$ cat config.mk
export PLATFORM = sky130hd
export DESIGN_NAME = switch_csr_indirect_access
export DESIGN_NICKNAME = d
export VERILOG_FILES = /design/src/inc/csr_bridge_pkg.sv /design/src/logic/switch_csr_indirect_access.sv /design/src/logic/axil_reg_slave.sv
export SDC_FILE = /design/constraint.sdc
export NUM_CORES = 1
export LEC_CHECK = 0
export BUFFER_PORTS_ARGS = -buffer_cell sky130_fd_sc_hd__buf_2
export CAP_MARGIN = 20
export CORE_MARGIN = 1.5
export CORE_UTILIZATION = 45
export DETAILED_ROUTE_END_ITERATION = 6
export PLACE_DENSITY = 0.77
export SLEW_MARGIN = 0
export SYNTH_ARGS = -nofsm -noshare
export SYNTH_HDL_FRONTEND = slang
export SYNTH_SLANG_ARGS = --single-unit
$ cat constraint.sdc
create_clock -name aclk -period 3.5 [get_ports aclk]
set_clock_uncertainty 0.1 [all_clocks]
set_input_delay 0.175 -clock aclk [delete_from_list [all_inputs] [get_ports aclk]]
set_output_delay 0.175 -clock aclk [all_outputs]
set_load 0.02 [all_outputs]
$ cat src/inc/csr_bridge_pkg.sv
// Shared constants, types and helpers for the fabric register indirect access engine.
package csr_bridge_pkg;

    localparam int ADDR_W = 12;
    localparam int DATA_W = 32;
    localparam int LANES = 4;
    localparam int INDEX_W = 16;

    localparam logic [ADDR_W-1:0] DATA_WORD_OFFSET = 12'h1ac;
    localparam logic [ADDR_W-1:0] COMMAND_WORD_OFFSET = 12'h1b0;

    localparam int PENDING_BIT = 31;
    localparam int DIRECTION_BIT = 30;
    localparam int STEP_UP_BIT = 29;
    localparam int STEP_DOWN_BIT = 28;
    localparam int RESERVED_LSB = 20;
    localparam int RESERVED_W = 8;
    localparam int MASK_LSB = 16;
    localparam int INDEX_LSB = 0;

    localparam logic PENDING_RESET = 1'b0;
    localparam logic DIRECTION_RESET = 1'b0;
    localparam logic STEP_UP_RESET = 1'b0;
    localparam logic STEP_DOWN_RESET = 1'b0;
    localparam logic [LANES-1:0] MASK_RESET = 4'h0;
    localparam logic [INDEX_W-1:0] INDEX_RESET = 16'h0000;
    localparam logic [DATA_W-1:0] DATA_RESET = 32'h0000_0000;
    localparam logic [LANES-1:0] ALL_LANES = 4'hf;
    localparam logic [INDEX_W-1:0] INDEX_ONE = 16'h0001;

    localparam logic [1:0] RESP_OKAY = 2'b00;
    localparam logic [1:0] RESP_SLVERR = 2'b10;

    typedef enum logic [1:0] {
        SEL_NONE = 2'b00,
        SEL_DATA = 2'b01,
        SEL_CMD = 2'b10
    } reg_sel_t;

    typedef enum logic [1:0] {
        ST_IDLE = 2'b00,
        ST_ISSUE = 2'b01,
        ST_WAIT = 2'b11
    } engine_state_t;

    typedef enum logic [1:0] {
        STEP_NONE = 2'b00,
        STEP_UP = 2'b01,
        STEP_DOWN = 2'b10
    } step_t;

    typedef struct packed {
        logic [ADDR_W-1:0] addr;
        logic [DATA_W-1:0] data;
        logic [LANES-1:0] strb;
    } reg_write_t;

    typedef struct packed {
        logic [INDEX_W-1:0] index;
        logic write;
        logic [DATA_W-1:0] data;
        logic [LANES-1:0] strb;
    } fabric_req_t;

    // Word-aligned decode; the two low address bits are ignored.
    function automatic reg_sel_t decode_reg(input logic [ADDR_W-1:0] addr);
        reg_sel_t sel;
        sel = SEL_NONE;
        if (addr[ADDR_W-1:2] == DATA_WORD_OFFSET[ADDR_W-1:2]) begin
            sel = SEL_DATA;
        end else if (addr[ADDR_W-1:2] == COMMAND_WORD_OFFSET[ADDR_W-1:2]) begin
            sel = SEL_CMD;
        end
        return sel;
    endfunction

    // Lane n of the mask selects bits 8n+7 down to 8n of the fresh value.
    function automatic logic [DATA_W-1:0] merge_lanes(input logic [DATA_W-1:0] old_value,
                                                      input logic [DATA_W-1:0] new_value,
                                                      input logic [LANES-1:0] mask);
        logic [DATA_W-1:0] result;
        result = old_value;
        for (int lane = 0; lane < LANES; lane++) begin
            if (mask[lane]) begin
                result[lane*8 +: 8] = new_value[lane*8 +: 8];
            end
        end
        return result;
    endfunction

endpackage

$ cat src/logic/switch_csr_indirect_access.sv
// Indirect access engine from the host register port to the switch fabric register array.
module switch_csr_indirect_access
    import csr_bridge_pkg::*;
(
    input wire logic aclk,
    input wire logic aresetn,
    input wire logic [ADDR_W-1:0] s_axi_awaddr,
    input wire logic s_axi_awvalid,
    output logic s_axi_awready,
    input wire logic [DATA_W-1:0] s_axi_wdata,
    input wire logic [LANES-1:0] s_axi_wstrb,
    input wire logic s_axi_wvalid,
    output logic s_axi_wready,
    output logic [1:0] s_axi_bresp,
    output logic s_axi_bvalid,
    input wire logic s_axi_bready,
    input wire logic [ADDR_W-1:0] s_axi_araddr,
    input wire logic s_axi_arvalid,
    output logic s_axi_arready,
    output logic [DATA_W-1:0] s_axi_rdata,
    output logic [1:0] s_axi_rresp,
    output logic s_axi_rvalid,
    input wire logic s_axi_rready,
    output logic fabric_req_valid,
    input wire logic fabric_req_ready,
    output fabric_req_t fabric_req,
    input wire logic fabric_rsp_valid,
    input wire logic [DATA_W-1:0] fabric_rsp_data,
    output logic transfer_pending
);

    logic wr_strobe;
    reg_write_t wr_access;
    logic rd_strobe;
    logic [ADDR_W-1:0] rd_addr;
    logic [DATA_W-1:0] rd_value;

    logic direction_select;
    logic addr_step_up_enable;
    logic addr_step_down_enable;
    logic [LANES-1:0] lane_write_mask;
    logic [INDEX_W-1:0] target_index;
    logic [DATA_W-1:0] written_data;
    logic [DATA_W-1:0] fetched_data;
    engine_state_t state;
    step_t post_step;
    logic merge_read;

    logic [DATA_W-1:0] command_word;
    logic [DATA_W-1:0] command_merged;
    logic command_write;
    logic data_write;
    logic data_read;
    step_t step_now;
    logic start;
    logic done;
    logic next_direction;
    logic [LANES-1:0] next_mask;
    logic [INDEX_W-1:0] next_index;
    logic [DATA_W-1:0] next_written;

    axil_reg_slave bus_slave (
        .aclk(aclk),
        .aresetn(aresetn),
        .s_axi_awaddr(s_axi_awaddr),
        .s_axi_awvalid(s_axi_awvalid),
        .s_axi_awready(s_axi_awready),
        .s_axi_wdata(s_axi_wdata),
        .s_axi_wstrb(s_axi_wstrb),
        .s_axi_wvalid(s_axi_wvalid),
        .s_axi_wready(s_axi_wready),
        .s_axi_bresp(s_axi_bresp),
        .s_axi_bvalid(s_axi_bvalid),
        .s_axi_bready(s_axi_bready),
        .s_axi_araddr(s_axi_araddr),
        .s_axi_arvalid(s_axi_arvalid),
        .s_axi_arready(s_axi_arready),
        .s_axi_rdata(s_axi_rdata),
        .s_axi_rresp(s_axi_rresp),
        .s_axi_rvalid(s_axi_rvalid),
        .s_axi_rready(s_axi_rready),
        .wr_strobe(wr_strobe),
        .wr_access(wr_access),
        .rd_strobe(rd_strobe),
        .rd_addr(rd_addr),
        .rd_value(rd_value)
    );

    // The reserved field always reads as zero.
    always_comb begin
        command_word = DATA_RESET;
        command_word[PENDING_BIT] = transfer_pending;
        command_word[DIRECTION_BIT] = direction_select;
        command_word[STEP_UP_BIT] = addr_step_up_enable;
        command_word[STEP_DOWN_BIT] = addr_step_down_enable;
        command_word[MASK_LSB +: LANES] = lane_write_mask;
        command_word[INDEX_LSB +: INDEX_W] = target_index;
    end

    assign command_merged = merge_lanes(command_word, wr_access.data, wr_access.strb);

    // Writes and data reads made while a transfer is pending change nothing in the engine, so a misbehaving host cannot
    // corrupt the request or launch a second transfer on top of the first.
    assign command_write = wr_strobe && (decode_reg(wr_access.addr) == SEL_CMD)
                           && !transfer_pending;
    assign data_write = wr_strobe && (decode_reg(wr_access.addr) == SEL_DATA)
                        && !transfer_pending;
    assign data_read = rd_strobe && (decode_reg(rd_addr) == SEL_DATA) && !transfer_pending;

    // Step-up wins whenever both enables are set.
    always_comb begin
        if (addr_step_up_enable) begin
            step_now = STEP_UP;
        end else if (addr_step_down_enable) begin
            step_now = STEP_DOWN;
        end else begin
            step_now = STEP_NONE;
        end
    end

    assign start = (command_write && command_merged[PENDING_BIT])
                   || (data_write && step_now != STEP_NONE)
                   || (data_read && step_now != STEP_NONE);

    assign done = (state == ST_WAIT) && fabric_rsp_valid && !merge_read;

    always_comb begin
        next_direction = direction_select;
        next_mask = lane_write_mask;
        next_index = target_index;
        next_written = written_data;
        if (command_write) begin
            next_direction = command_merged[DIRECTION_BIT];
            next_mask = command_merged[MASK_LSB +: LANES];
            next_index = command_merged[INDEX_LSB +: INDEX_W];
        end
        if (data_write) begin
            next_written = merge_lanes(written_data, wr_access.data, wr_access.strb);
        end
        // The index moves before the fetch so the read lands on the next register in the step direction.
        if (data_read && step_now == STEP_UP) begin
            next_index = target_index + INDEX_ONE;
        end else if (data_read && step_now == STEP_DOWN) begin
            next_index = target_index - INDEX_ONE;
        end else if (done && post_step == STEP_UP) begin
            next_index = target_index + INDEX_ONE;
        end else if (done && post_step == STEP_DOWN) begin
            next_index = target_index - INDEX_ONE;
        end
    end

    always_ff @(posedge aclk) begin
        if (!aresetn) begin
            direction_select <= DIRECTION_RESET;
            addr_step_up_enable <= STEP_UP_RESET;
            addr_step_down_enable <= STEP_DOWN_RESET;
            lane_write_mask <= MASK_RESET;
        end else if (command_write) begin
            direction_select <= next_direction;
            addr_step_up_enable <= command_merged[STEP_UP_BIT];
            addr_step_down_enable <= command_merged[STEP_DOWN_BIT];
            lane_write_mask <= next_mask;
        end
    end

    always_ff @(posedge aclk) begin
        if (!aresetn) begin
            target_index <= INDEX_RESET;
        end else begin
            target_index <= next_index;
        end
    end

    always_ff @(posedge aclk) begin
        if (!aresetn) begin
            written_data <= DATA_RESET;
        end else begin
            written_data <= next_written;
        end
    end

    // Set and clear never meet: a start is only accepted while nothing is pending.
    always_ff @(posedge aclk) begin
        if (!aresetn) begin
            transfer_pending <= PENDING_RESET;
        end else if (start) begin
            transfer_pending <= 1'b1;
        end else if (done) begin
            transfer_pending <= 1'b0;
        end
    end

    // Only a step-mode data write moves the index after completion; reads moved it already.
    always_ff @(posedge aclk) begin
        if (!aresetn) begin
            post_step <= STEP_NONE;
        end else if (start) begin
            post_step <= data_write ? step_now : STEP_NONE;
        end
    end

    always_ff @(posedge aclk) begin
        if (!aresetn) begin
            fetched_data <= DATA_RESET;
        end else if (done && !fabric_req.write) begin
            fetched_data <= fabric_rsp_data;
        end
    end

    // A partial-lane write becomes read, merge, full write, so the fabric never sees
    // garbage in the unselected lanes; the cost is one extra fabric round trip.
    always_ff @(posedge aclk) begin
        if (!aresetn) begin
            state <= ST_IDLE;
            merge_read <= 1'b0;
            fabric_req <= '{index: INDEX_RESET, write: 1'b0, data: DATA_RESET, strb: MASK_RESET};
        end else begin
            case (state)
                ST_IDLE: begin
                    if (start) begin
                        state <= ST_ISSUE;
                        merge_read <= !next_direction && (next_mask != ALL_LANES);
                        fabric_req.index <= next_index;
                        fabric_req.write <= !next_direction
                                            && (next_mask == ALL_LANES);
                        fabric_req.data <= next_written;
                        fabric_req.strb <= ALL_LANES;
                    end
                end
                ST_ISSUE: begin
                    if (fabric_req_ready) begin
                        state <= ST_WAIT;
                    end
                end
                ST_WAIT: begin
                    if (fabric_rsp_valid && merge_read) begin
                        state <= ST_ISSUE;
                        merge_read <= 1'b0;
                        fabric_req.write <= 1'b1;
                        fabric_req.data <= merge_lanes(fabric_rsp_data, fabric_req.data,
                                                       lane_write_mask);
                    end else if (fabric_rsp_valid) begin
                        state <= ST_IDLE;
                    end
                end
                default: begin
                    state <= ST_IDLE;
                    merge_read <= 1'b0;
                end
            endcase
        end
    end

    assign fabric_req_valid = (state == ST_ISSUE);

    always_comb begin
        case (decode_reg(rd_addr))
            SEL_CMD: rd_value = command_word;
            SEL_DATA: rd_value = direction_select ? fetched_data : written_data;
            default: rd_value = DATA_RESET;
        endcase
    end

endmodule

$ cat src/logic/axil_reg_slave.sv
// AXI4-Lite slave front end that turns bus transfers into register strobes.
module axil_reg_slave
    import csr_bridge_pkg::*;
(
    input wire logic aclk,
    input wire logic aresetn,
    input wire logic [ADDR_W-1:0] s_axi_awaddr,
    input wire logic s_axi_awvalid,
    output logic s_axi_awready,
    input wire logic [DATA_W-1:0] s_axi_wdata,
    input wire logic [LANES-1:0] s_axi_wstrb,
    input wire logic s_axi_wvalid,
    output logic s_axi_wready,
    output logic [1:0] s_axi_bresp,
    output logic s_axi_bvalid,
    input wire logic s_axi_bready,
    input wire logic [ADDR_W-1:0] s_axi_araddr,
    input wire logic s_axi_arvalid,
    output logic s_axi_arready,
    output logic [DATA_W-1:0] s_axi_rdata,
    output logic [1:0] s_axi_rresp,
    output logic s_axi_rvalid,
    input wire logic s_axi_rready,
    output logic wr_strobe,
    output reg_write_t wr_access,
    output logic rd_strobe,
    output logic [ADDR_W-1:0] rd_addr,
    input wire logic [DATA_W-1:0] rd_value
);

    logic aw_held;
    logic w_held;
    logic [ADDR_W-1:0] aw_addr;
    logic [DATA_W-1:0] w_data;
    logic [LANES-1:0] w_strb;
    logic wr_fire;
    logic ar_fire;

    assign s_axi_awready = !aw_held;
    assign s_axi_wready = !w_held;
    assign s_axi_arready = !s_axi_rvalid;
    assign wr_fire = aw_held && w_held && !s_axi_bvalid;
    assign ar_fire = s_axi_arvalid && s_axi_arready;
    assign wr_access = '{addr: aw_addr, data: w_data, strb: w_strb};
    assign wr_strobe = wr_fire && (decode_reg(aw_addr) != SEL_NONE);
    assign rd_strobe = ar_fire && (decode_reg(s_axi_araddr) != SEL_NONE);
    assign rd_addr = s_axi_araddr;

    // Address and data are held separately so the master may offer them in either order.
    always_ff @(posedge aclk) begin
        if (!aresetn) begin
            aw_held <= 1'b0;
            aw_addr <= '0;
        end else if (s_axi_awvalid && s_axi_awready) begin
            aw_held <= 1'b1;
            aw_addr <= s_axi_awaddr;
        end else if (wr_fire) begin
            aw_held <= 1'b0;
        end
    end

    always_ff @(posedge aclk) begin
        if (!aresetn) begin
            w_held <= 1'b0;
            w_data <= DATA_RESET;
            w_strb <= '0;
        end else if (s_axi_wvalid && s_axi_wready) begin
            w_held <= 1'b1;
            w_data <= s_axi_wdata;
            w_strb <= s_axi_wstrb;
        end else if (wr_fire) begin
            w_held <= 1'b0;
        end
    end

    always_ff @(posedge aclk) begin
        if (!aresetn) begin
            s_axi_bvalid <= 1'b0;
            s_axi_bresp <= RESP_OKAY;
        end else if (wr_fire) begin
            s_axi_bvalid <= 1'b1;
            s_axi_bresp <= (decode_reg(aw_addr) != SEL_NONE) ? RESP_OKAY : RESP_SLVERR;
        end else if (s_axi_bready) begin
            s_axi_bvalid <= 1'b0;
        end
    end

    always_ff @(posedge aclk) begin
        if (!aresetn) begin
            s_axi_rvalid <= 1'b0;
            s_axi_rdata <= DATA_RESET;
            s_axi_rresp <= RESP_OKAY;
        end else if (ar_fire) begin
            s_axi_rvalid <= 1'b1;
            if (decode_reg(s_axi_araddr) != SEL_NONE) begin
                s_axi_rdata <= rd_value;
                s_axi_rresp <= RESP_OKAY;
            end else begin
                s_axi_rdata <= DATA_RESET;
                s_axi_rresp <= RESP_SLVERR;
            end
        end else if (s_axi_rready) begin
            s_axi_rvalid <= 1'b0;
        end
    end

endmodule

* Yosys cells after proc, flatten, opt, wreduce, memory -nomap -nowiden
Cells that the tools add are included.
W data, S select, Z words.
** Cells by class
- Bitwise gates (word level) :: 1
- Mux-type cells :: 56
- Eq/ne operators :: 24
- Add/sub/neg operators :: 2
- Reductions and logical operators :: 57
** Operators with widths (count)
- $mux W32 :: 3
- $mux W8 :: 11
- $mux W16 :: 5
- $pmux W33 S2 :: 1
- $pmux W32 S2 :: 1
- $eq A10 B7 Y1 const B :: 4
- $mux W37 :: 1
- $mux W2 :: 17
- $mux W33 :: 1
- $logic_and A1 B1 Y1 :: 26
- $reduce_bool A2 Y1 :: 11
- $add A16 B1 Y16 const B :: 1
- $reduce_and A4 Y1 :: 4
- $sub A16 B1 Y16 const B :: 1
- $mux W1 :: 12
- $eq A2 B1 Y1 const B :: 5
- $eq A2 B2 Y1 const B :: 5
- $ne A2 B2 Y1 const B :: 5
- $reduce_and A3 Y1 :: 3
- $logic_not A1 Y1 :: 8
- $mux W4 :: 2
- $pmux W2 S3 :: 1
- $eq A4 B4 Y1 const B :: 1
- $ne A2 B1 Y1 const B :: 2
- 7 further kinds :: 9
** Word-level totals
- Bits in registers :: 231
- Bits of input ports :: 101

* Depth between registers and ports, before layout
Gate-level depths: netlist of the first run.
- Depth after elaboration :: 12
- Gate-level depth with buffers :: 10
- Gate-level depth less buffers :: 9

* Hierarchy
From an unflattened synthesis of the first run, not the netlist that was laid out.
** Second synthesis, totals
- Cells, all modules :: 1326
- Area total of the unflattened synthesis :: 10887.9 µm²
** By module, submodules not included
- switch_csr_indirect_access :: instances 1, cells an instance 922, sequential area each 2862.7 µm², area an instance 7519.7 µm²
- axil_reg_slave :: instances 1, cells an instance 404, sequential area each 1721.7 µm², area an instance 3368.2 µm²

* Worst setup path before layout of the first run
OpenSTA, ideal clock, no wires.
- Path kind :: register -> register
- Start point :: reg bus_slave.aw_addr[11]
- End point :: reg fabric_req[19] in the netlist's numbering
- Arrival time :: 2.278 ns
- Cell stages (with the launch flop) :: 8
- Required time :: 3.326 ns
- Path buffers :: 1
- Period minus slack after synthesis :: 2.453 ns
- Setup slack :: 1.047 ns
- Path through :: dfxtp_1 or3b_1 buf_2 nor4b_2 nand2_1 mux2i_1 or3_1 a31oi_1
** On the way
- Longest elaborated chain between the ends :: 12
- Elaborated cells on any way between the ends :: 21
- Those cells by class :: 5 x eq/ne; 5 x mux; 11 x reduce/logical
** Ends and longest elaborated chain
- start: declaration :: line axil_reg_slave.sv:33 : logic [ADDR_W-1:0] aw_addr;
- start signal: assignment :: line axil_reg_slave.sv:56 : aw_addr <= s_axi_awaddr;
- $eq A10 B7 Y1 :: line csr_bridge_pkg.sv:71 : end else if (addr[ADDR_W-1:2] == COMMAND_WORD_OFFSET[ADDR_W-1:2]) begin
- $mux W2 :: line csr_bridge_pkg.sv:71
- $mux W2 (*) :: line csr_bridge_pkg.sv:69 : if (addr[ADDR_W-1:2] == DATA_WORD_OFFSET[ADDR_W-1:2]) begin
- $reduce_bool A2 Y1 :: line axil_reg_slave.sv:45 : assign wr_strobe = wr_fire && (decode_reg(aw_addr) != SEL_NONE);
- $logic_and A1 B1 Y1 :: line axil_reg_slave.sv:45
- $logic_and A1 B1 Y1 (on tied branches) :: line switch_csr_indirect_access.sv:104, switch_csr_indirect_access.sv:106
- $logic_and A1 B1 Y1 (on tied branches) :: line switch_csr_indirect_access.sv:105, switch_csr_indirect_access.sv:107
- $logic_and A1 B1 Y1 (on tied branches) :: line switch_csr_indirect_access.sv:121, switch_csr_indirect_access.sv:122
- $logic_or A1 B1 Y1 :: line switch_csr_indirect_access.sv:122 : || (data_write && step_now != STEP_NONE)
- $logic_or A1 B1 Y1 :: line switch_csr_indirect_access.sv:123 : || (data_read && step_now != STEP_NONE);
- $ne A2 B2 Y1 (no line)
- $reduce_and A4 Y1 (no line)
- end signal: assignment :: line switch_csr_indirect_access.sv:216 : fabric_req <= '{index: INDEX_RESET, write: 1'b0, data: DATA_RESET, strb: MASK_RESET};
- end: declaration :: line switch_csr_indirect_access.sv:26 : output fabric_req_t fabric_req,
Mark *: on every way between the ends. The rest lies on a longest branch, timed or not. The select of a mux whose other input is x is not followed.
A chain may end at the register's enable or synchronous reset.

* Worst setup path in the final report of the first run
- Start point :: reg bus_slave.aw_addr[5]
- End point :: reg fabric_req[45] in the netlist's numbering
** On the way
- Longest elaborated chain between the ends :: 12
- Elaborated cells on any way between the ends :: 22
- Those cells by class :: 4 x eq/ne; 7 x mux; 11 x reduce/logical
** Ends and longest elaborated chain
- $eq A10 B7 Y1 :: line csr_bridge_pkg.sv:71
- $mux W2 :: line csr_bridge_pkg.sv:71
- $mux W2 (*) :: line csr_bridge_pkg.sv:69
- $reduce_bool A2 Y1 :: line axil_reg_slave.sv:45
- $logic_and A1 B1 Y1 :: line axil_reg_slave.sv:45
- $logic_and A1 B1 Y1 :: line switch_csr_indirect_access.sv:104 : assign command_write = wr_strobe && (decode_reg(wr_access.addr) == SEL_CMD)
- $logic_and A1 B1 Y1 :: line switch_csr_indirect_access.sv:105 : && !transfer_pending;
- $mux W16 :: line switch_csr_indirect_access.sv:132 : if (command_write) begin
- $mux W16 :: line switch_csr_indirect_access.sv:147 : end else if (done && post_step == STEP_DOWN) begin
- $mux W16 :: line switch_csr_indirect_access.sv:145 : end else if (done && post_step == STEP_UP) begin
- $mux W16 :: line switch_csr_indirect_access.sv:143 : end else if (data_read && step_now == STEP_DOWN) begin
- $mux W16 :: line switch_csr_indirect_access.sv:141 : if (data_read && step_now == STEP_UP) begin
Mark *: on every way between the ends. The rest lies on a longest branch, timed or not.

==> impl_metrics.ini, run 1 <==
[final_layout]
final_cell_mix = dfxtp_1 (227), nand2_1 (215), buf_2 (190), a21oi_1 (182), nor2_1 (115)
n_fill_cell = 1945
layout-drive-gt1-share = 0.2159
final_cells = 1782
nets = 1587
final_common_cell = dfxtp_1
synthToLayoutAreaGrowth_pct = 27.35
fin_area_mm2 = 0.01298
utilization = 0.5894

[detailed_routing]
wl_per_cell_um = 18.54
dr.pass1.iters = 6
wl_um = 33030
drc = 0
drt-initial-drc-count = 760
vias = 10200
drt-vias-per-instance = 5.724
ant_nets = 0

[floorplan]
die_height_um = 153.5
die_w_um = 153.5
num_rows = 54
start_util = 0.4628
fp.dieArea_mm2 = 0.02356
io_pins = 197
core_mm2 = 0.02203

[placed_design]
dp.cells = 1651
dpl.hpwl_um = 21600
place_area_mm2 = 0.01135
port_buffers = 190
gp_congestion = 0.9270

[setup_path]
crit_slowest_cell = nor3_2
setup.worst_path.start_class = flop
max_stage_delay_ns = 0.48
path_cells = or3b_1 -> nor4_4 -> and2_1 -> a22oi_4 -> nor3_2 -> buf_4 -> o21ai_0 -> a21oi_1
cpLargestDelayFamily = simple AND/OR/NAND/NOR gates
cp.arrival_ns = 3.15
worstPathMaxFanout = 8
required_ns = 3.85
critPathKind = flop to flop
path_buf_inv = 1
crit_path_end_kind = flop

[clock_network]
htreeDepth = 1
clk_pin_slew_ns = 0.06
cts-root-buf = clkbuf_16
clock_sinks = 227
post-cts-setup-buffers = 0
clk_path_buf_depth = 3
cts_buffers = 25
clk_latency_ns = 0.53
cts_tree = built

[power_and_ir_drop]
p_seq_frac = 0.482
netSwitchingPower_w = 0.001339
pwr-share-clk = 0.446
pwr-share-comb = 0.071
p_int_w = 0.004219
p_per_area_mw_per_mm2 = 428.2
p_sw_frac = 0.2409
max-vdd-ir-drop_mv = 0.3444
power_leakage_nw = 5.424

[yosys]
synth_top_flop_cell = dfxtp_1
yosysWarnings = 0
synth-edff-count = 0
synthArstFlopShare = 0
avgSynthCellArea_um2 = 8.188
syn_area_mm2 = 0.01019
synth_cell_types = 77
synth_cells = 1245
synth-seq-cells = 227
yosysSeqAreaShare = 0.4458

[outcome]
status = completed

[grt]
overflow = 0
grt_first_pass_wirelength_um = 51970
grt_pass1_vias = 9850
grtUsageTotal = 0.2736
grt_max_degree = 89
antenna_found_initial = 1

[worst_hold_path]
hp-class = input port to flop

[sta]
finalMaxSlewViolations = 0
fmax_mhz = 357.3
relSlewSlack = 0.4866
hold_viol = 0
min_period_ns = 2.799
totalNegativeSetupSlack_ns = 0
tightest_slew_ns = 0.7702
period_share = 0.7997
rsz0062_at_grt = no
setup_violations = 0

[run]
drv_cap = 0
power groups by stage:
stage	clock [W]	sequential, W	combinational (W)
floorplan	0	0.00273	0.000163
global placement	0	0.00274	0.000305
detailed placement	0	0.00274	0.000308
CTS	0.00252	0.00268	0.000385
global route	0.00263	0.00269	0.000426
finish	0.00248	0.00268	0.000396
cells in the mapped netlist (6+ instances only):
cell type,n,share of area
mux2i_1,42,0.041
a21oi_1,182,0.089
nand2_1,215,0.079
clkbuf_1,77,0.028
mux2_2,32,0.035
o22ai_1,7,0.0043
nor3_1,60,0.029
a22oi_1,15,0.011
or3_1,8,0.0049
nand4_1,6,0.0037
a221oi_1,16,0.014
o21ai_0,42,0.021
nand3_1,35,0.017
nor2_1,118,0.043
inv_1,11,0.0041
dfxtp_1,227,0.45
buf_2,8,0.0039
nand2b_1,7,0.0043
and3_1,6,0.0037
buf_4,6,0.0044
worst min-delay path, stage by stage:
cell    delay, ns
buf_2        0.12
inv_4        0.20
nor2_1       0.16
registers in the layout, summed over array words and instances (netlist names):
register and count:
bus_slave.s_axi_bresp 1, state 2, bus_slave.w_held 1, transfer_pending 1
written_data 32, merge_read 1, bus_slave.s_axi_rdata 32, bus_slave.s_axi_bvalid 1
lane_write_mask 4, direction_select 1, addr_step_down_enable 1, target_index 16
bus_slave.w_strb 4, bus_slave.w_data 32, fetched_data 32, fabric_req 50
bus_slave.aw_held 1, bus_slave.aw_addr 10, bus_slave.s_axi_rvalid 1, post_step 2
bus_slave.s_axi_rresp 1, addr_step_up_enable 1
cells by family after synthesis:
family / share of synthesized area
other: 0.0003679
flip-flops: 0.4458
multiplexers: 0.07659
AO/OA/AOI/OAI: 0.1937
buffers and inverters: 0.04664
adder cells (fa/ha/maj): 0.002454
AND/OR/NAND/NOR: 0.2284
XOR/XNOR: 0.006015
area by class of cell:
type	instances	area, µm²	area share
antenna	1	2.502	0.0001928
timing repair buffer	308	2064	0.1590
clock inverter	11	66.31	0.005108
clock buffer	33	705.7	0.05436
inverter	11	43.79	0.003373
tap	280	350.3	0.02699
sequential	227	4544	0.3501
multi-input combinational	911	5204	0.4009
through the flow:
stage / power [W] / setup slack (ns) / hold WS, ns
after floorplan: 0.002896 / 1.047 / 0.1740
after global placement: 0.003040 / 0.7777 / 0.2969
after detailed placement: 0.003045 / 0.7851 / 0.2978
after CTS: 0.005582 / 0.7699 / 0.07448
after global routing: 0.005743 / 0.5945 / 0.1065
final: 0.005558 / 0.7011 / 0.07646
worst paths after layout:
path                        startpoint          endpoint  slack, ns  depth (start not counted)
setup / recovery  bus_slave.aw_addr[5]    fabric_req[45]       0.70                          8
hold / removal                 aresetn  target_index[13]       0.08                          3
setup reg to reg  bus_slave.aw_addr[5]    fabric_req[45]       0.70                          8
hold reg to reg       fetched_data[20]  fetched_data[20]       0.35                          2
routing by layer:
metal  part of all wire  track usage  vias to the layer above
li1                   -            -                     4873
met4              0.029      0.08738                        0
met5                  0            0                        -
met1               0.42       0.3494                     4805
met3              0.076      0.04284                       72
met2               0.48       0.4732                      450
repair_timing:
item	CTS	global route
endpoints found under the hold margin	117	0
gates resized for setup	0	0
hold buffers	86	0
(Power assumes the default switching activity.)
==> run 2, diff against run 1 <==
--- a/config.mk
+++ b/config.mk
@@ -10,7 +10,7 @@
 export CORE_MARGIN = 1.5
 export CORE_UTILIZATION = 45
 export DETAILED_ROUTE_END_ITERATION = 6
-export PLACE_DENSITY = 0.77
+export PLACE_DENSITY = 0.8
 export SLEW_MARGIN = 0
 export SYNTH_ARGS = -nofsm -noshare
 export SYNTH_HDL_FRONTEND = slang
==> constraint.sdc (replaced) <==
create_clock -name aclk -period 2.4 [get_ports aclk]
set_clock_uncertainty 0.1 [all_clocks]
set_input_delay 0.12 -clock aclk [delete_from_list [all_inputs] [get_ports aclk]]
set_output_delay 0.12 -clock aclk [all_outputs]
set_load 0.02 [all_outputs]
==> run 2 against run 1 <==
  * Cell area is 9.6% higher
  * The flow now finishes with violations (negative setup slack)
  * Via count is 6.4% higher
  * Largest cell class unchanged
  * Clock power is 50% higher
  * Flip-flop and latch count stayed put
  * Critical endpoint is now target_index[2]
  * Cell count is 6.0% higher
==> impl_metrics.ini, run 2 (synthesized netlist as in run 1, its figures left out) <==
[final_layout]
final_common_cell = dfxtp_1
regArea_mm2 = 0.004551
largest_register_ffs = 50
layout-drive-gt1-share = 0.2964
nets = 1691
n_fill_cell = 1784
fin_area_mm2 = 0.01423
synthToLayoutAreaGrowth_pct = 39.63
largest-register = fabric_req
final_cell_mix = dfxtp_1 (224), nand2_1 (210), buf_2 (192), a21oi_1 (178), buf_4 (114)
multiInputGateArea_mm2 = 0.005560

[outcome]
status = finished with violations
violations = negative setup slack

[setup_path]
critPathKind = flop to flop
crit_path_end_kind = flop
ff2ff_path_depth = 9
r2r_start = transfer_pending
crit_path_start = transfer_pending
worstPathMaxFanout = 6
cp.arrival_ns = 2.76
setup.worst_path.start_class = flop
required_ns = 2.74

[floorplan]
io_pins = 197
start_util = 0.4628
fp.dieArea_mm2 = 0.02356
die_w_um = 153.5
num_rows = 54
core_mm2 = 0.02203
die_height_um = 153.5

[clock_network]
clk_path_buf_depth = 3
clk_latency_ns = 0.53
clock_sinks = 227
htreeDepth = 1
cts-root-buf = clkbuf_16
cts_tree = built
clk_pin_slew_ns = 0.07
cts_buffers = 25

[sta]
tightest_slew_ns = 0.7675
period_share = 1.009
finalMaxSlewViolations = 0
totalNegativeSetupSlack_ns = -0.03233
worst_slack_ns = -0.02177
rsz0062_at_grt = yes
min_period_ns = 2.422
fmax_mhz = 412.9
setup_violations = 2
relSlewSlack = 0.4883
hold_viol = 0

[placed_design]
place_area_mm2 = 0.01204
dpl.hpwl_um = 23680
dp_slack_ns = -0.1424
gp_congestion = 0.9432
port_buffers = 190

[grt]
grt_first_pass_wirelength_um = 55610
grtUsageTotal = 0.2928
antenna_found_initial = 3
grt_pass1_vias = 10751
overflow = 0
grt_max_degree = 75

[worst_hold_path]
hp-class = input port to flop
hp-start = s_axi_arvalid
hold_depth = 5

[detailed_routing]
vias = 10848
dr.pass1.iters = 6
drc = 0
drt-initial-drc-count = 1122
ant_nets = 0
wl_um = 36640
drt-vias-per-instance = 5.743
wl_per_cell_um = 19.40

[power_and_ir_drop]
p_per_area_mw_per_mm2 = 579.9
power_leakage_nw = 6.047
total_power_w = 0.008254
max-vdd-ir-drop_mv = 0.5310

[run]
drv_cap = 0
[run 2: changes by cell type in the layout (fill, tap and decap cells not counted), moves of 5 or more]
cell / before / now
nor2_1: 115 / 110
o21ai_0: 42 / 32
nand2_1: 215 / 210
o21ai_4: 0 / 6
buf_12: 1 / 6
o21ai_1: 2 / 11
mux2i_1: 42 / 36
nand2_2: 0 / 5
buf_4: 31 / 114
buf_6: 0 / 8
[run 2: final timing paths]
| path | end | slack [ns] |
|---|---|---|
| max | target_index[2] | -0.02 |
| min | bus_slave.s_axi_rdata[13] | 0.12 |
| max reg2reg | target_index[2] | -0.02 |
| min reg2reg | fetched_data[4] | 0.35 |
[run 2: critical path, stage by stage (launching register included)]
cell	delay [ns]
dfxtp_4	0.37
or4bb_1	0.56
nor4_2	0.20
buf_4	0.18
o21ai_4	0.09
buf_12	0.15
nand2b_4	0.06
a21oi_2	0.05
a311o_1	0.35
nor4b_2	0.23
[run 2: layer usage]
| metal | share of wire | vias up | GRT usage |
|---|---|---|---|
| li1 | - | 5097 | - |
| met1 | 0.41 | 5146 | 0.3597 |
| met2 | 0.48 | 499 | 0.5055 |
| met3 | 0.075 | 106 | 0.04848 |
| met4 | 0.040 | 0 | 0.1285 |
| met5 | 0 | - | 0 |
[run 2: report_power, final]
group	internal, W	switching [W]	leakage [nW]
sequential	0.00384	0.0000682	1.84
combinational	0.000281	0.000356	3.81
clock	0.00214	0.00157	0.400
[run 2: area by class of cell]
class,instances,share of cell area
multi-input combinational,914,0.3906
sequential,227,0.3197
timing repair buffer,409,0.2060
clock buffer,33,0.04887
tap,280,0.02461
clock inverter,12,0.006505
inverter,11,0.003077
antenna,3,0.0005274
[run 2: per-stage QoR]
stage,hold WS (ns),utilization,std cells
after global routing,0.1237,0.6461,1888
final,0.1153,0.6462,1889
after CTS,0.09650,0.6300,1872
after detailed placement,0.2280,0.5467,1733
after global placement,0.2146,0.5467,1733
after floorplan,0.1190,-,1246
[run 2: timing repair]
item / in CTS / in global routing
gates resized for setup: 29 / 58
hold endpoints to repair: 118 / 0
setup endpoints to repair: 54 / 61
cloned: 1 / 5
pin swaps: 6 / 18
hold buffers: 88 / 0
buffers inserted: 5 / 9
